`src/pkg/scp_defines.svh`:
```
// constants of the serial configuration port: addresses, field positions, resets, timing
`ifndef SCP_DEFINES_SVH
`define SCP_DEFINES_SVH

// ----------------------------------------------------------------------------
// register map
// ----------------------------------------------------------------------------
`define SCP_PAGE_REG_ADDR    5'h1f
`define SCP_MAIN_CTRL_ADDR   5'h00
`define SCP_CONV_RST_BIT     0
`define SCP_LINK_RST_BIT     1
`define SCP_MAIN_CTRL_RESET  8'h03
`define SCP_REG_RESET        8'h00
`define SCP_PAGE_CODE_0      8'h00
`define SCP_PAGE_CODE_1      8'h01
`define SCP_PAGE_CODE_2      8'h0a
`define SCP_PAGE_REGS        32
`define SCP_NUM_PAGES        3

// ----------------------------------------------------------------------------
// timing
// ----------------------------------------------------------------------------
`define SCP_MCLK_PERIOD_NS   4
`define SCP_CAL_TIME_NS      30000
`define SCP_CAL_CYCLES       ((`SCP_CAL_TIME_NS + `SCP_MCLK_PERIOD_NS - 1) / `SCP_MCLK_PERIOD_NS)

`endif

```
`src/pkg/scp_pkg.sv`:
```
// types of the serial configuration port
package scp_pkg;
  timeunit 1ns;
  timeprecision 100ps;

  // ----------------------------------------------------------------------------
  // instruction byte, msb first on the wire
  // ----------------------------------------------------------------------------
  typedef struct packed {
    logic       rd;
    logic       byte_count_high;
    logic       byte_count_low;
    logic [4:0] addr;
  } scp_instr_t;

  typedef enum logic [1:0] {
    ST_IDLE,
    ST_INSTR,
    ST_DATA,
    ST_DONE
  } scp_state_t;

  // ----------------------------------------------------------------------------
  // synchronised pin levels
  // ----------------------------------------------------------------------------
  typedef struct packed {
    logic sclk;
    logic serial_select_low;
    logic sdio;
    logic hw_reset_low;
    logic three_wire;
  } scp_pins_t;

endpackage : scp_pkg

```
`src/design/scp_port.sv`:
```
// serial configuration port with three register pages and bring-up calibration timer
//
// Behaviour
// - the port runs 3-wire on the shared data pin or 4-wire with a separate output pin.
// - instruction bit 7 at 0 asks for a write and at 1 asks for a read.
// - the two count bits give one to four data bytes after the instruction byte.
// - the five low instruction bits address the first register of the transfer.
// - each further data byte goes to the next lower register address.
// - registers sit in three pages of 32 and the last one of each holds 00h, 01h or 0Ah.
// - writing both clock-domain reset bits to 0 while either is 1 starts the automatic calibration.
// - the device reports ready 30 us after the calibration starts.
`include "scp_defines.svh"

module scp_port #(
  parameter int CAL_CYCLES = `SCP_CAL_CYCLES
) (
  // clock and reset
  input  wire logic mclk,
  input  wire logic rst,
  // serial pins
  input  wire logic sclk,
  input  wire logic serial_select_low,
  input  wire logic sdio_in,
  output logic      sdio_out,
  output logic      sdio_oe,
  output logic      sdo_out,
  output logic      sdo_oe,
  // configuration and bring-up pins
  input  wire logic hw_reset_low,
  input  wire logic three_wire,
  // status
  output logic      conv_clock_domain_reset,
  output logic      link_clock_domain_reset,
  output logic      cal_busy,
  output logic      device_ready
);
  timeunit 1ns;
  timeprecision 100ps;

  // ----------------------------------------------------------------------------
  // pin synchronisation
  // ----------------------------------------------------------------------------
  scp_pkg::scp_pins_t pins_raw;
  scp_pkg::scp_pins_t pins_s;
  logic               sclk_p_q;

  assign pins_raw = '{sclk: sclk, serial_select_low: serial_select_low, sdio: sdio_in,
                      hw_reset_low: hw_reset_low, three_wire: three_wire};

  // select idles high so a reset never fakes a frame
  scp_sync #(
    .W       (5),
    .RST_VAL (5'h08)
  ) u_sync (
    .mclk (mclk),
    .rst  (rst),
    .din  (pins_raw),
    .dout (pins_s)
  );

  always_ff @(posedge mclk or posedge rst) begin
    if (rst) begin
      sclk_p_q <= 1'b0;
    end else begin
      sclk_p_q <= pins_s.sclk;
    end
  end

  logic cs_active;
  logic sclk_rise;
  logic sclk_fall;
  logic hw_rst;

  assign cs_active = ~pins_s.serial_select_low;
  assign sclk_rise = pins_s.sclk & ~sclk_p_q;
  assign sclk_fall = ~pins_s.sclk & sclk_p_q;
  assign hw_rst    = ~pins_s.hw_reset_low;

  // ----------------------------------------------------------------------------
  // register pages
  // ----------------------------------------------------------------------------
  logic [7:0] mem_q [0:`SCP_NUM_PAGES*`SCP_PAGE_REGS-1];
  logic [1:0] page_q;
  logic [1:0] page_d;
  logic       wr_en;
  logic [4:0] wr_addr;
  logic [7:0] wr_data;
  logic [4:0] rd_addr;
  logic [7:0] rd_value;
  logic [6:0] wr_idx;
  logic [6:0] rd_idx;

  assign wr_idx = {page_q, wr_addr};
  assign rd_idx = {page_q, rd_addr};

  always_comb begin
    if (rd_addr == `SCP_PAGE_REG_ADDR) begin
      case (page_q)
        2'd1:    rd_value = `SCP_PAGE_CODE_1;
        2'd2:    rd_value = `SCP_PAGE_CODE_2;
        default: rd_value = `SCP_PAGE_CODE_0;
      endcase
    end else begin
      rd_value = mem_q[rd_idx];
    end
  end

  // the page register itself lives in page_q; its array slots stay unused
  always_comb begin
    page_d = page_q;
    if (hw_rst) begin
      page_d = 2'd0;
    end else if (wr_en && wr_addr == `SCP_PAGE_REG_ADDR) begin
      if (wr_data == `SCP_PAGE_CODE_0) begin
        page_d = 2'd0;
      end else if (wr_data == `SCP_PAGE_CODE_1) begin
        page_d = 2'd1;
      end else if (wr_data == `SCP_PAGE_CODE_2) begin
        page_d = 2'd2;
      end
    end
  end

  always_ff @(posedge mclk or posedge rst) begin
    if (rst) begin
      page_q <= 2'd0;
      for (int i = 0; i < `SCP_NUM_PAGES*`SCP_PAGE_REGS; i++) begin
        mem_q[i] <= (i == 0) ? `SCP_MAIN_CTRL_RESET : `SCP_REG_RESET;
      end
    end else begin
      page_q <= page_d;
      if (hw_rst) begin
        for (int i = 0; i < `SCP_NUM_PAGES*`SCP_PAGE_REGS; i++) begin
          mem_q[i] <= (i == 0) ? `SCP_MAIN_CTRL_RESET : `SCP_REG_RESET;
        end
      end else if (wr_en && wr_addr != `SCP_PAGE_REG_ADDR) begin
        mem_q[wr_idx] <= wr_data;
      end
    end
  end

  // ----------------------------------------------------------------------------
  // serial frame engine
  // ----------------------------------------------------------------------------
  scp_pkg::scp_state_t state_q,   state_d;
  scp_pkg::scp_instr_t instr_q,   instr_d;
  logic [2:0]          bit_cnt_q, bit_cnt_d;
  logic [1:0]          byte_cnt_q, byte_cnt_d;
  logic [4:0]          addr_q,    addr_d;
  logic [7:0]          shin_q,    shin_d;
  logic [7:0]          shout_q,   shout_d;
  logic                out_bit_q, out_bit_d;
  logic                drive_q,   drive_d;
  logic [7:0]          byte_in;
  logic                byte_end;

  assign byte_in  = {shin_q[6:0], pins_s.sdio};
  assign byte_end = sclk_rise && (bit_cnt_q == 3'd7);
  // address whose value is preloaded for the next outgoing byte
  assign rd_addr  = (state_q == scp_pkg::ST_DATA) ? (addr_q - 5'h01) : byte_in[4:0];

  always_comb begin
    state_d    = state_q;
    instr_d    = instr_q;
    bit_cnt_d  = bit_cnt_q;
    byte_cnt_d = byte_cnt_q;
    addr_d     = addr_q;
    shin_d     = shin_q;
    shout_d    = shout_q;
    out_bit_d  = out_bit_q;
    drive_d    = drive_q;
    wr_en      = 1'b0;
    wr_addr    = addr_q;
    wr_data    = byte_in;
    if (!cs_active || hw_rst) begin
      state_d   = scp_pkg::ST_IDLE;
      bit_cnt_d = 3'd0;
      drive_d   = 1'b0;
    end else begin
      if (sclk_rise) begin
        shin_d    = byte_in;
        bit_cnt_d = bit_cnt_q + 3'd1;
      end
      case (state_q)
        scp_pkg::ST_IDLE, scp_pkg::ST_INSTR: begin
          state_d = scp_pkg::ST_INSTR;
          if (byte_end) begin
            instr_d    = byte_in;
            addr_d     = byte_in[4:0];
            byte_cnt_d = byte_in[6:5];
            shout_d    = rd_value;
            state_d    = scp_pkg::ST_DATA;
          end
        end
        scp_pkg::ST_DATA: begin
          if (sclk_fall && instr_q.rd) begin
            out_bit_d = shout_q[7];
            shout_d   = {shout_q[6:0], 1'b0};
            drive_d   = 1'b1;
          end
          if (byte_end) begin
            wr_en   = ~instr_q.rd;
            addr_d  = addr_q - 5'h01;
            shout_d = rd_value;
            if (byte_cnt_q == 2'd0) begin
              state_d = scp_pkg::ST_DONE;
              drive_d = 1'b0;
            end else begin
              byte_cnt_d = byte_cnt_q - 2'd1;
            end
          end
        end
        default: begin
          // extra clocks after the last byte are ignored
          drive_d = 1'b0;
        end
      endcase
    end
  end

  always_ff @(posedge mclk or posedge rst) begin
    if (rst) begin
      state_q    <= scp_pkg::ST_IDLE;
      instr_q    <= '0;
      bit_cnt_q  <= 3'd0;
      byte_cnt_q <= 2'd0;
      addr_q     <= 5'h00;
      shin_q     <= 8'h00;
      shout_q    <= 8'h00;
      out_bit_q  <= 1'b0;
      drive_q    <= 1'b0;
    end else begin
      state_q    <= state_d;
      instr_q    <= instr_d;
      bit_cnt_q  <= bit_cnt_d;
      byte_cnt_q <= byte_cnt_d;
      addr_q     <= addr_d;
      shin_q     <= shin_d;
      shout_q    <= shout_d;
      out_bit_q  <= out_bit_d;
      drive_q    <= drive_d;
    end
  end

  // one pin pair only: shared pin in 3-wire, dedicated output in 4-wire
  assign sdio_out = out_bit_q;
  assign sdo_out  = out_bit_q;
  assign sdio_oe  = drive_q & pins_s.three_wire;
  assign sdo_oe   = drive_q & ~pins_s.three_wire;

  // ----------------------------------------------------------------------------
  // bring-up calibration timer
  // ----------------------------------------------------------------------------
  logic [15:0] cal_cnt_q, cal_cnt_d;
  logic        cal_busy_q, cal_busy_d;
  logic        ready_q,    ready_d;
  logic        main_wr;
  logic        cal_start;

  assign conv_clock_domain_reset = mem_q[`SCP_MAIN_CTRL_ADDR][`SCP_CONV_RST_BIT];
  assign link_clock_domain_reset = mem_q[`SCP_MAIN_CTRL_ADDR][`SCP_LINK_RST_BIT];
  assign main_wr   = wr_en && !hw_rst && page_q == 2'd0 && wr_addr == `SCP_MAIN_CTRL_ADDR;
  // only the release of the resets starts it, rewriting zeros does not restart
  assign cal_start = main_wr && !wr_data[`SCP_CONV_RST_BIT] && !wr_data[`SCP_LINK_RST_BIT]
                     && (conv_clock_domain_reset || link_clock_domain_reset);

  always_comb begin
    cal_cnt_d  = cal_cnt_q;
    cal_busy_d = cal_busy_q;
    ready_d    = ready_q;
    if (hw_rst || (main_wr && (wr_data[`SCP_CONV_RST_BIT] || wr_data[`SCP_LINK_RST_BIT]))) begin
      cal_busy_d = 1'b0;
      ready_d    = 1'b0;
      cal_cnt_d  = 16'h0000;
    end else if (cal_start) begin
      cal_busy_d = 1'b1;
      ready_d    = 1'b0;
      cal_cnt_d  = 16'h0000;
    end else if (cal_busy_q) begin
      if (cal_cnt_q == 16'(CAL_CYCLES - 1)) begin
        cal_busy_d = 1'b0;
        ready_d    = 1'b1;
      end else begin
        cal_cnt_d = cal_cnt_q + 16'h0001;
      end
    end
  end

  always_ff @(posedge mclk or posedge rst) begin
    if (rst) begin
      cal_cnt_q  <= 16'h0000;
      cal_busy_q <= 1'b0;
      ready_q    <= 1'b0;
    end else begin
      cal_cnt_q  <= cal_cnt_d;
      cal_busy_q <= cal_busy_d;
      ready_q    <= ready_d;
    end
  end

  assign cal_busy     = cal_busy_q;
  assign device_ready = ready_q;
endmodule : scp_port

```
`src/design/scp_sync.sv`:
```
// two-stage synchroniser for a group of pin levels
module scp_sync #(
  parameter int                W       = 1,
  parameter logic [W-1:0]      RST_VAL = '0
) (
  // clock and reset
  input  wire logic            mclk,
  input  wire logic            rst,
  // levels
  input  wire logic [W-1:0]    din,
  output logic      [W-1:0]    dout
);
  timeunit 1ns;
  timeprecision 100ps;

  logic [W-1:0] meta_q;
  logic [W-1:0] sync_q;

  always_ff @(posedge mclk or posedge rst) begin
    if (rst) begin
      meta_q <= RST_VAL;
      sync_q <= RST_VAL;
    end else begin
      meta_q <= din;
      sync_q <= meta_q;
    end
  end

  assign dout = sync_q;

endmodule : scp_sync

```
`config.mk`:
```
export PLATFORM = sky130hd
export DESIGN_NAME = scp_port
export DESIGN_NICKNAME = d
export VERILOG_FILES = /design/src/pkg/scp_pkg.sv /design/src/design/scp_port.sv /design/src/design/scp_sync.sv
export VERILOG_INCLUDE_DIRS = /design/src /design/src/pkg
export SDC_FILE = /design/constraint.sdc
export NUM_CORES = 2
export LEC_CHECK = 0
export ABC_CLOCK_PERIOD_IN_PS = 69300
export BUFFER_PORTS_ARGS = -buffer_cell sky130_fd_sc_hd__buf_2
export CORE_MARGIN = 3
export CORE_UTILIZATION = 37
export CTS_CLUSTER_DIAMETER = 150
export DETAILED_ROUTE_END_ITERATION = 8
export GPL_TIMING_DRIVEN = 0
export PLACE_DENSITY = 0.55
export SLEW_MARGIN = 10
export SYNTH_ARGS = -nofsm -noshare
export SYNTH_HDL_FRONTEND = slang
export SYNTH_HIERARCHICAL = 1
export SYNTH_SLANG_ARGS = --single-unit
```
`constraint.sdc`:
```
create_clock -name mclk -period 69.3 [get_ports mclk]
set_input_delay 10.395 -clock mclk [delete_from_list [all_inputs] [get_ports mclk]]
set_output_delay 10.395 -clock mclk [all_outputs]
set_load 0.01 [all_outputs]
```
Yosys cells after proc, flatten, opt, wreduce, memory -nomap -nowiden
Cells that the tools add are included.
{"block": "word_totals", "input_bits": 7, "out_inout_bits": 8, "register_bits": 829, "word_cells": 246}
{"block": "op_classes", "n_lt_le_gt_ge": 3, "n_addsub": 4, "bitwise_logic": 12, "mux": 54, "reduce_logical": 39, "eq_ne": 22}
{"op": "768-bit 2-to-1 mux", "count": 2}
{"op": "768-bit bitwise mux", "count": 1}
{"op": "16-bit 2-to-1 mux", "count": 4}
{"op": "8-bit binary-select mux with 7-bit select", "count": 1}
{"op": "8-bit demux with 7-bit select", "count": 1}
{"op": "8-bit 2-to-1 mux", "count": 7}
{"op": "2-bit 2-to-1 mux", "count": 12}
{"op": "16-bit by 1-bit adder with 16-bit output, second input constant", "count": 1}
{"op": "16-bit by 13-bit == test with 1-bit output, second input constant", "count": 1}
{"op": "8-bit greater-or-equal comparator, second input constant", "count": 2}
{"op": "7-bit NOT with 8-bit output", "count": 2}
{"op": "8-bit case mux with 2 select lines", "count": 1}
{"op": "1-bit 2-to-1 mux", "count": 15}
{"op": "5-bit 2-to-1 mux", "count": 3}
{"op": "1-bit logical AND", "count": 12}
{"op": "2-bit != test, second input constant", "count": 6}
{"op": "5-bit == test, second input constant", "count": 2}
{"op": "5-bit case mux with 2 select lines", "count": 1}
{"op": "3-bit AND reduction", "count": 3}
{"op": "3-bit nonzero test", "count": 3}
{"op": "8-bit by 1-bit == test with 1-bit output, second input constant", "count": 1}
{"op": "8-bit by 4-bit == test with 1-bit output, second input constant", "count": 1}
{"op": "8-bit logical NOT", "count": 1}
{"op": "8-bit by 1-bit < comparator with 1-bit output, second input constant", "count": 1}
{"op": "26 further kinds", "count": 50}

Depth between registers and ports, before layout
{"block": "logic_depth", "ltp_word": 14, "ltp_mapped": 15, "depth_no_buf": 10}

Modules after synthesis
Netlist, hierarchy kept.
{"mod": "scp_port", "area_per_inst_um2": 44118.6, "cells_each": 4547, "instances": 1, "seq_area_each_um2": 20472.1}
{"mod": "scp_sync", "area_per_inst_um2": 256.5, "cells_each": 11, "instances": 1, "seq_area_each_um2": 252.7}

Worst setup path before layout
OpenSTA, ideal clock, no wires.
{"block": "synth_path", "kind": "register -> output", "startpoint": "register mem_q (netlist bit conv_clock_domain_reset)", "endpoint": "output port conv_clock_domain_reset", "required_time_ns": 58.905, "n_path_buf": 0, "slack_ns": 58.351, "stages_incl_launch_ff": 1, "t_arrival_ns": 0.554, "path_cell_list": "dfstp_2"}
{"element": "start: declaration", "line": "scp_port.sv:82", "rtl": "logic [7:0] mem_q [0:`SCP_NUM_PAGES*`SCP_PAGE_REGS-1];"}
{"element": "start signal: indexed assignment", "line": "scp_port.sv:128", "rtl": "mem_q[i] <= (i == 0) ? `SCP_MAIN_CTRL_RESET : `SCP_REG_RESET;"}
{"element": "start signal: indexed assignment", "line": "scp_port.sv:134", "rtl": "mem_q[i] <= (i == 0) ? `SCP_MAIN_CTRL_RESET : `SCP_REG_RESET;"}
{"element": "start signal: indexed assignment", "line": "scp_port.sv:137", "rtl": "mem_q[wr_idx] <= wr_data;"}
{"element": "end: declaration", "line": "scp_port.sv:32", "rtl": "output logic conv_clock_domain_reset,"}
No word-level cell between the ends.

Worst setup path after layout
{"block": "layout_path", "startpoint": "register mem_q (netlist bit conv_clock_domain_reset)", "endpoint": "output port conv_clock_domain_reset"}
No word-level cell between the ends.

==> metrics <==
crit path time final=11890 ps; Final Total Pwr=1.37 mW; wire length of the first global-routing pass=315 mm; Slew headroom=-1.12%; Netlist cell types=70; Detail Placement HPWL=160 mm; clock sink count=828; maximum root-to-sink buffer count=3; Crit Path Class=reg2out; status=finished, violations left; Max-Cap Viols=4; initial antenna violation count=15; Reg-to-Reg End=shout_q[5]; GRT overflow=0; DR pass1 iterations=7; htree depth=3; Fin. Hold Viols=0; Worst Path Buf+Inv=1; Synth async-reset ratio=100%; TNS Setup=0 ps; Placed Area=46800 um^2; Mapped Nets=4571; CTS clk-pin slew, worst paths=60 ps; largest net degree at the start of global routing=110; number of vias per cell=6.25; Yosys reg bits=828; Die H=352 um; wire length per cell=36.3 um; Synth area leader=dfrtp_1; top cell type's share of synthesized area=46.5%; Synth area leaders=dfrtp_1, mux2i_1, nand2_1, nor2b_1, a21boi_0; final setup fails=0; Fmax=84.1 MHz; buffer count from post-CTS setup fixing=0; CP arrival=1490 ps; Crit path max-delay family=flip-flops; Crit path largest cell delay=630 ps; path depth of the worst reg2reg path=9; die width=352 um; Critical Path Source Type=flip-flop; Worst Hold Class=reg2reg; cell with the most instances after synthesis=dfrtp_1; origin of the critical flop-to-flop path=shin_q[2]; DRC errors left=0; fraction of layout cells with a size suffix above 1=9.24%; CTS Root Cell=clkbuf_16; cts bufs inserted=100; crit end category=primary output; Area growth syn-to-layout=13.3%; Worst Skew=46.8 ps; core footprint=119000 um^2; Worst Path Required=58910 ps; Cell Rows=126; CP max-delay cell=dfstp_2; failing checks=max-capacitance violations, max-slew violations; gpl congestion=1.06; post-synth design cell area=44400 um^2; Power Density=27.3 nW/um^2; Die Area=124000 um^2; Synth Instances=4558; critical-path cell list=buf_2; worst-skew pair later-pin latency=730 ps; Hold Buf Count CTS=0; Util after Layout=42.4%; R2R Setup Slk=63420 ps; DRT antenna net count=0; Hold Path End=u_sync/dout[4]; Nets=4700; average size of a mapped cell=9.74 um^2; Initial Util=37.4%; # IOs=15; EDFF count, synth=0; Least-Margin Pin Slew=1520 ps; 1st-iter DRT viols=6086; critical path peak fanout=5; vias in the first global route=37470; drt total wl=232 mm; DR vias=39870; top_reg_cell synth=dfrtp_1; CTS resizes=0; Slew Limit Fails=25; VDD IR-drop max=18.8 uV; RSZ-0062 raised after global routing=no; Ys Warns=6; crit share post-route=17.2%; Worst Hold Path Cells=0; P_leak=20.0 nW; hold path start=u_sync/meta_q[4]; post-synthesis sequential area ratio=46.7%; top post-synthesis cells by count=dfrtp_1, nand2_1, mux2i_1; IO buf count=14; overall routing resource usage=36.3%; final instance area=50300 um^2; CTS tree=done
-- per-stage QoR --
stage          instances  setup WS [ps]  hold WS [ps]
2_1_floorplan       4558          35930           331
3_3_place_gp        6172          24440           334
3_5_place_dp        6185          57310           336
4_1_cts             6371          57380           350
5_1_grt             6371          57390           358
6_report            6384          57410           348
-- how the worst max path moves through the flow --
stage	end	start	slack (ps)	depth (start not counted)
2_1_floorplan	addr_q[0]	rst	35930	1
5_1_grt	conv_clock_domain_reset	conv_clock_domain_reset	57390	1
3_3_place_gp	mem_q[391]	rst	24440	2
4_1_cts	conv_clock_domain_reset	conv_clock_domain_reset	57380	1
3_5_place_dp	mem_q[499]	rst	57310	4
6_report	conv_clock_domain_reset	conv_clock_domain_reset	57410	1
-- final cells by class --
cell class / instances / area [um^2]
buffer: 402 / 1740
timing repair buffer: 27 / 350
sequential: 828 / 20700
inverter: 45 / 176
tap: 1600 / 2000
antenna: 13 / 32.5
clock inverter: 38 / 468
fill: 11883 / 68300
multi-input combinational: 3283 / 21800
clock buffer: 148 / 2960
-- placed cells by master, fill, tap and decap left out, types with 45 or more instances in the layout --
master | netlist | layout
a211oi_1 | 79 | 79
dfrtp_1 | 824 | 824
a21boi_0 | 343 | 343
nor2_1 | 85 | 81
nand2_1 | 820 | 820
buf_2 | 82 | 103
buf_1 | 52 | 45
a21oi_1 | 53 | 53
mux2i_1 | 558 | 557
nand3_1 | 463 | 463
clkbuf_16 | 0 | 102
nor2b_1 | 429 | 429
o21ai_0 | 84 | 83
clkbuf_1 | 246 | 250
-- sequential cells by signal (all words and copies together) (netlist names) --
register                 cells
drive_q                      1
shout_q                      8
link_clock_domain_reset      1
sclk_p_q                     1
mem_q                      765
byte_cnt_q                   2
page_q                       2
instr_q                      1
u_sync/dout                  5
shin_q                       7
bit_cnt_q                    3
cal_busy                     1
sdio_out                     1
cal_cnt_q                   16
u_sync/meta_q                5
state_q                      2
addr_q                       5
conv_clock_domain_reset      1
device_ready                 1
-- report_power, final --
group | switching [mW] | internal [mW]
registers | 0.000598 | 0.485
clock network | 0.233 | 0.329
logic | 0.275 | 0.0521
-- kinds of logic after synthesis --
logic type | after synthesis | synth area share, %
xor+xnor | 19 | 0.375
buf+inv | 447 | 4.22
fa+ha+maj | 6 | 0.169
mux | 599 | 14.4
flops | 828 | 46.7
simple gates | 1942 | 22.6
compound gates | 717 | 11.5
-- metal layers --
| metal | vias to the layer above | track usage (%) | wire length, um |
|---|---|---|---|
| met4 | 14 | 23.2 | 19000 |
| met2 | 2923 | 49.7 | 91900 |
| met5 | - | 0.538 | 180 |
| met1 | 20078 | 47.9 | 90300 |
| li1 | 16039 | - | - |
| met3 | 816 | 13.6 | 30200 |
No activity file was read; power rests on OpenSTA's default activity.
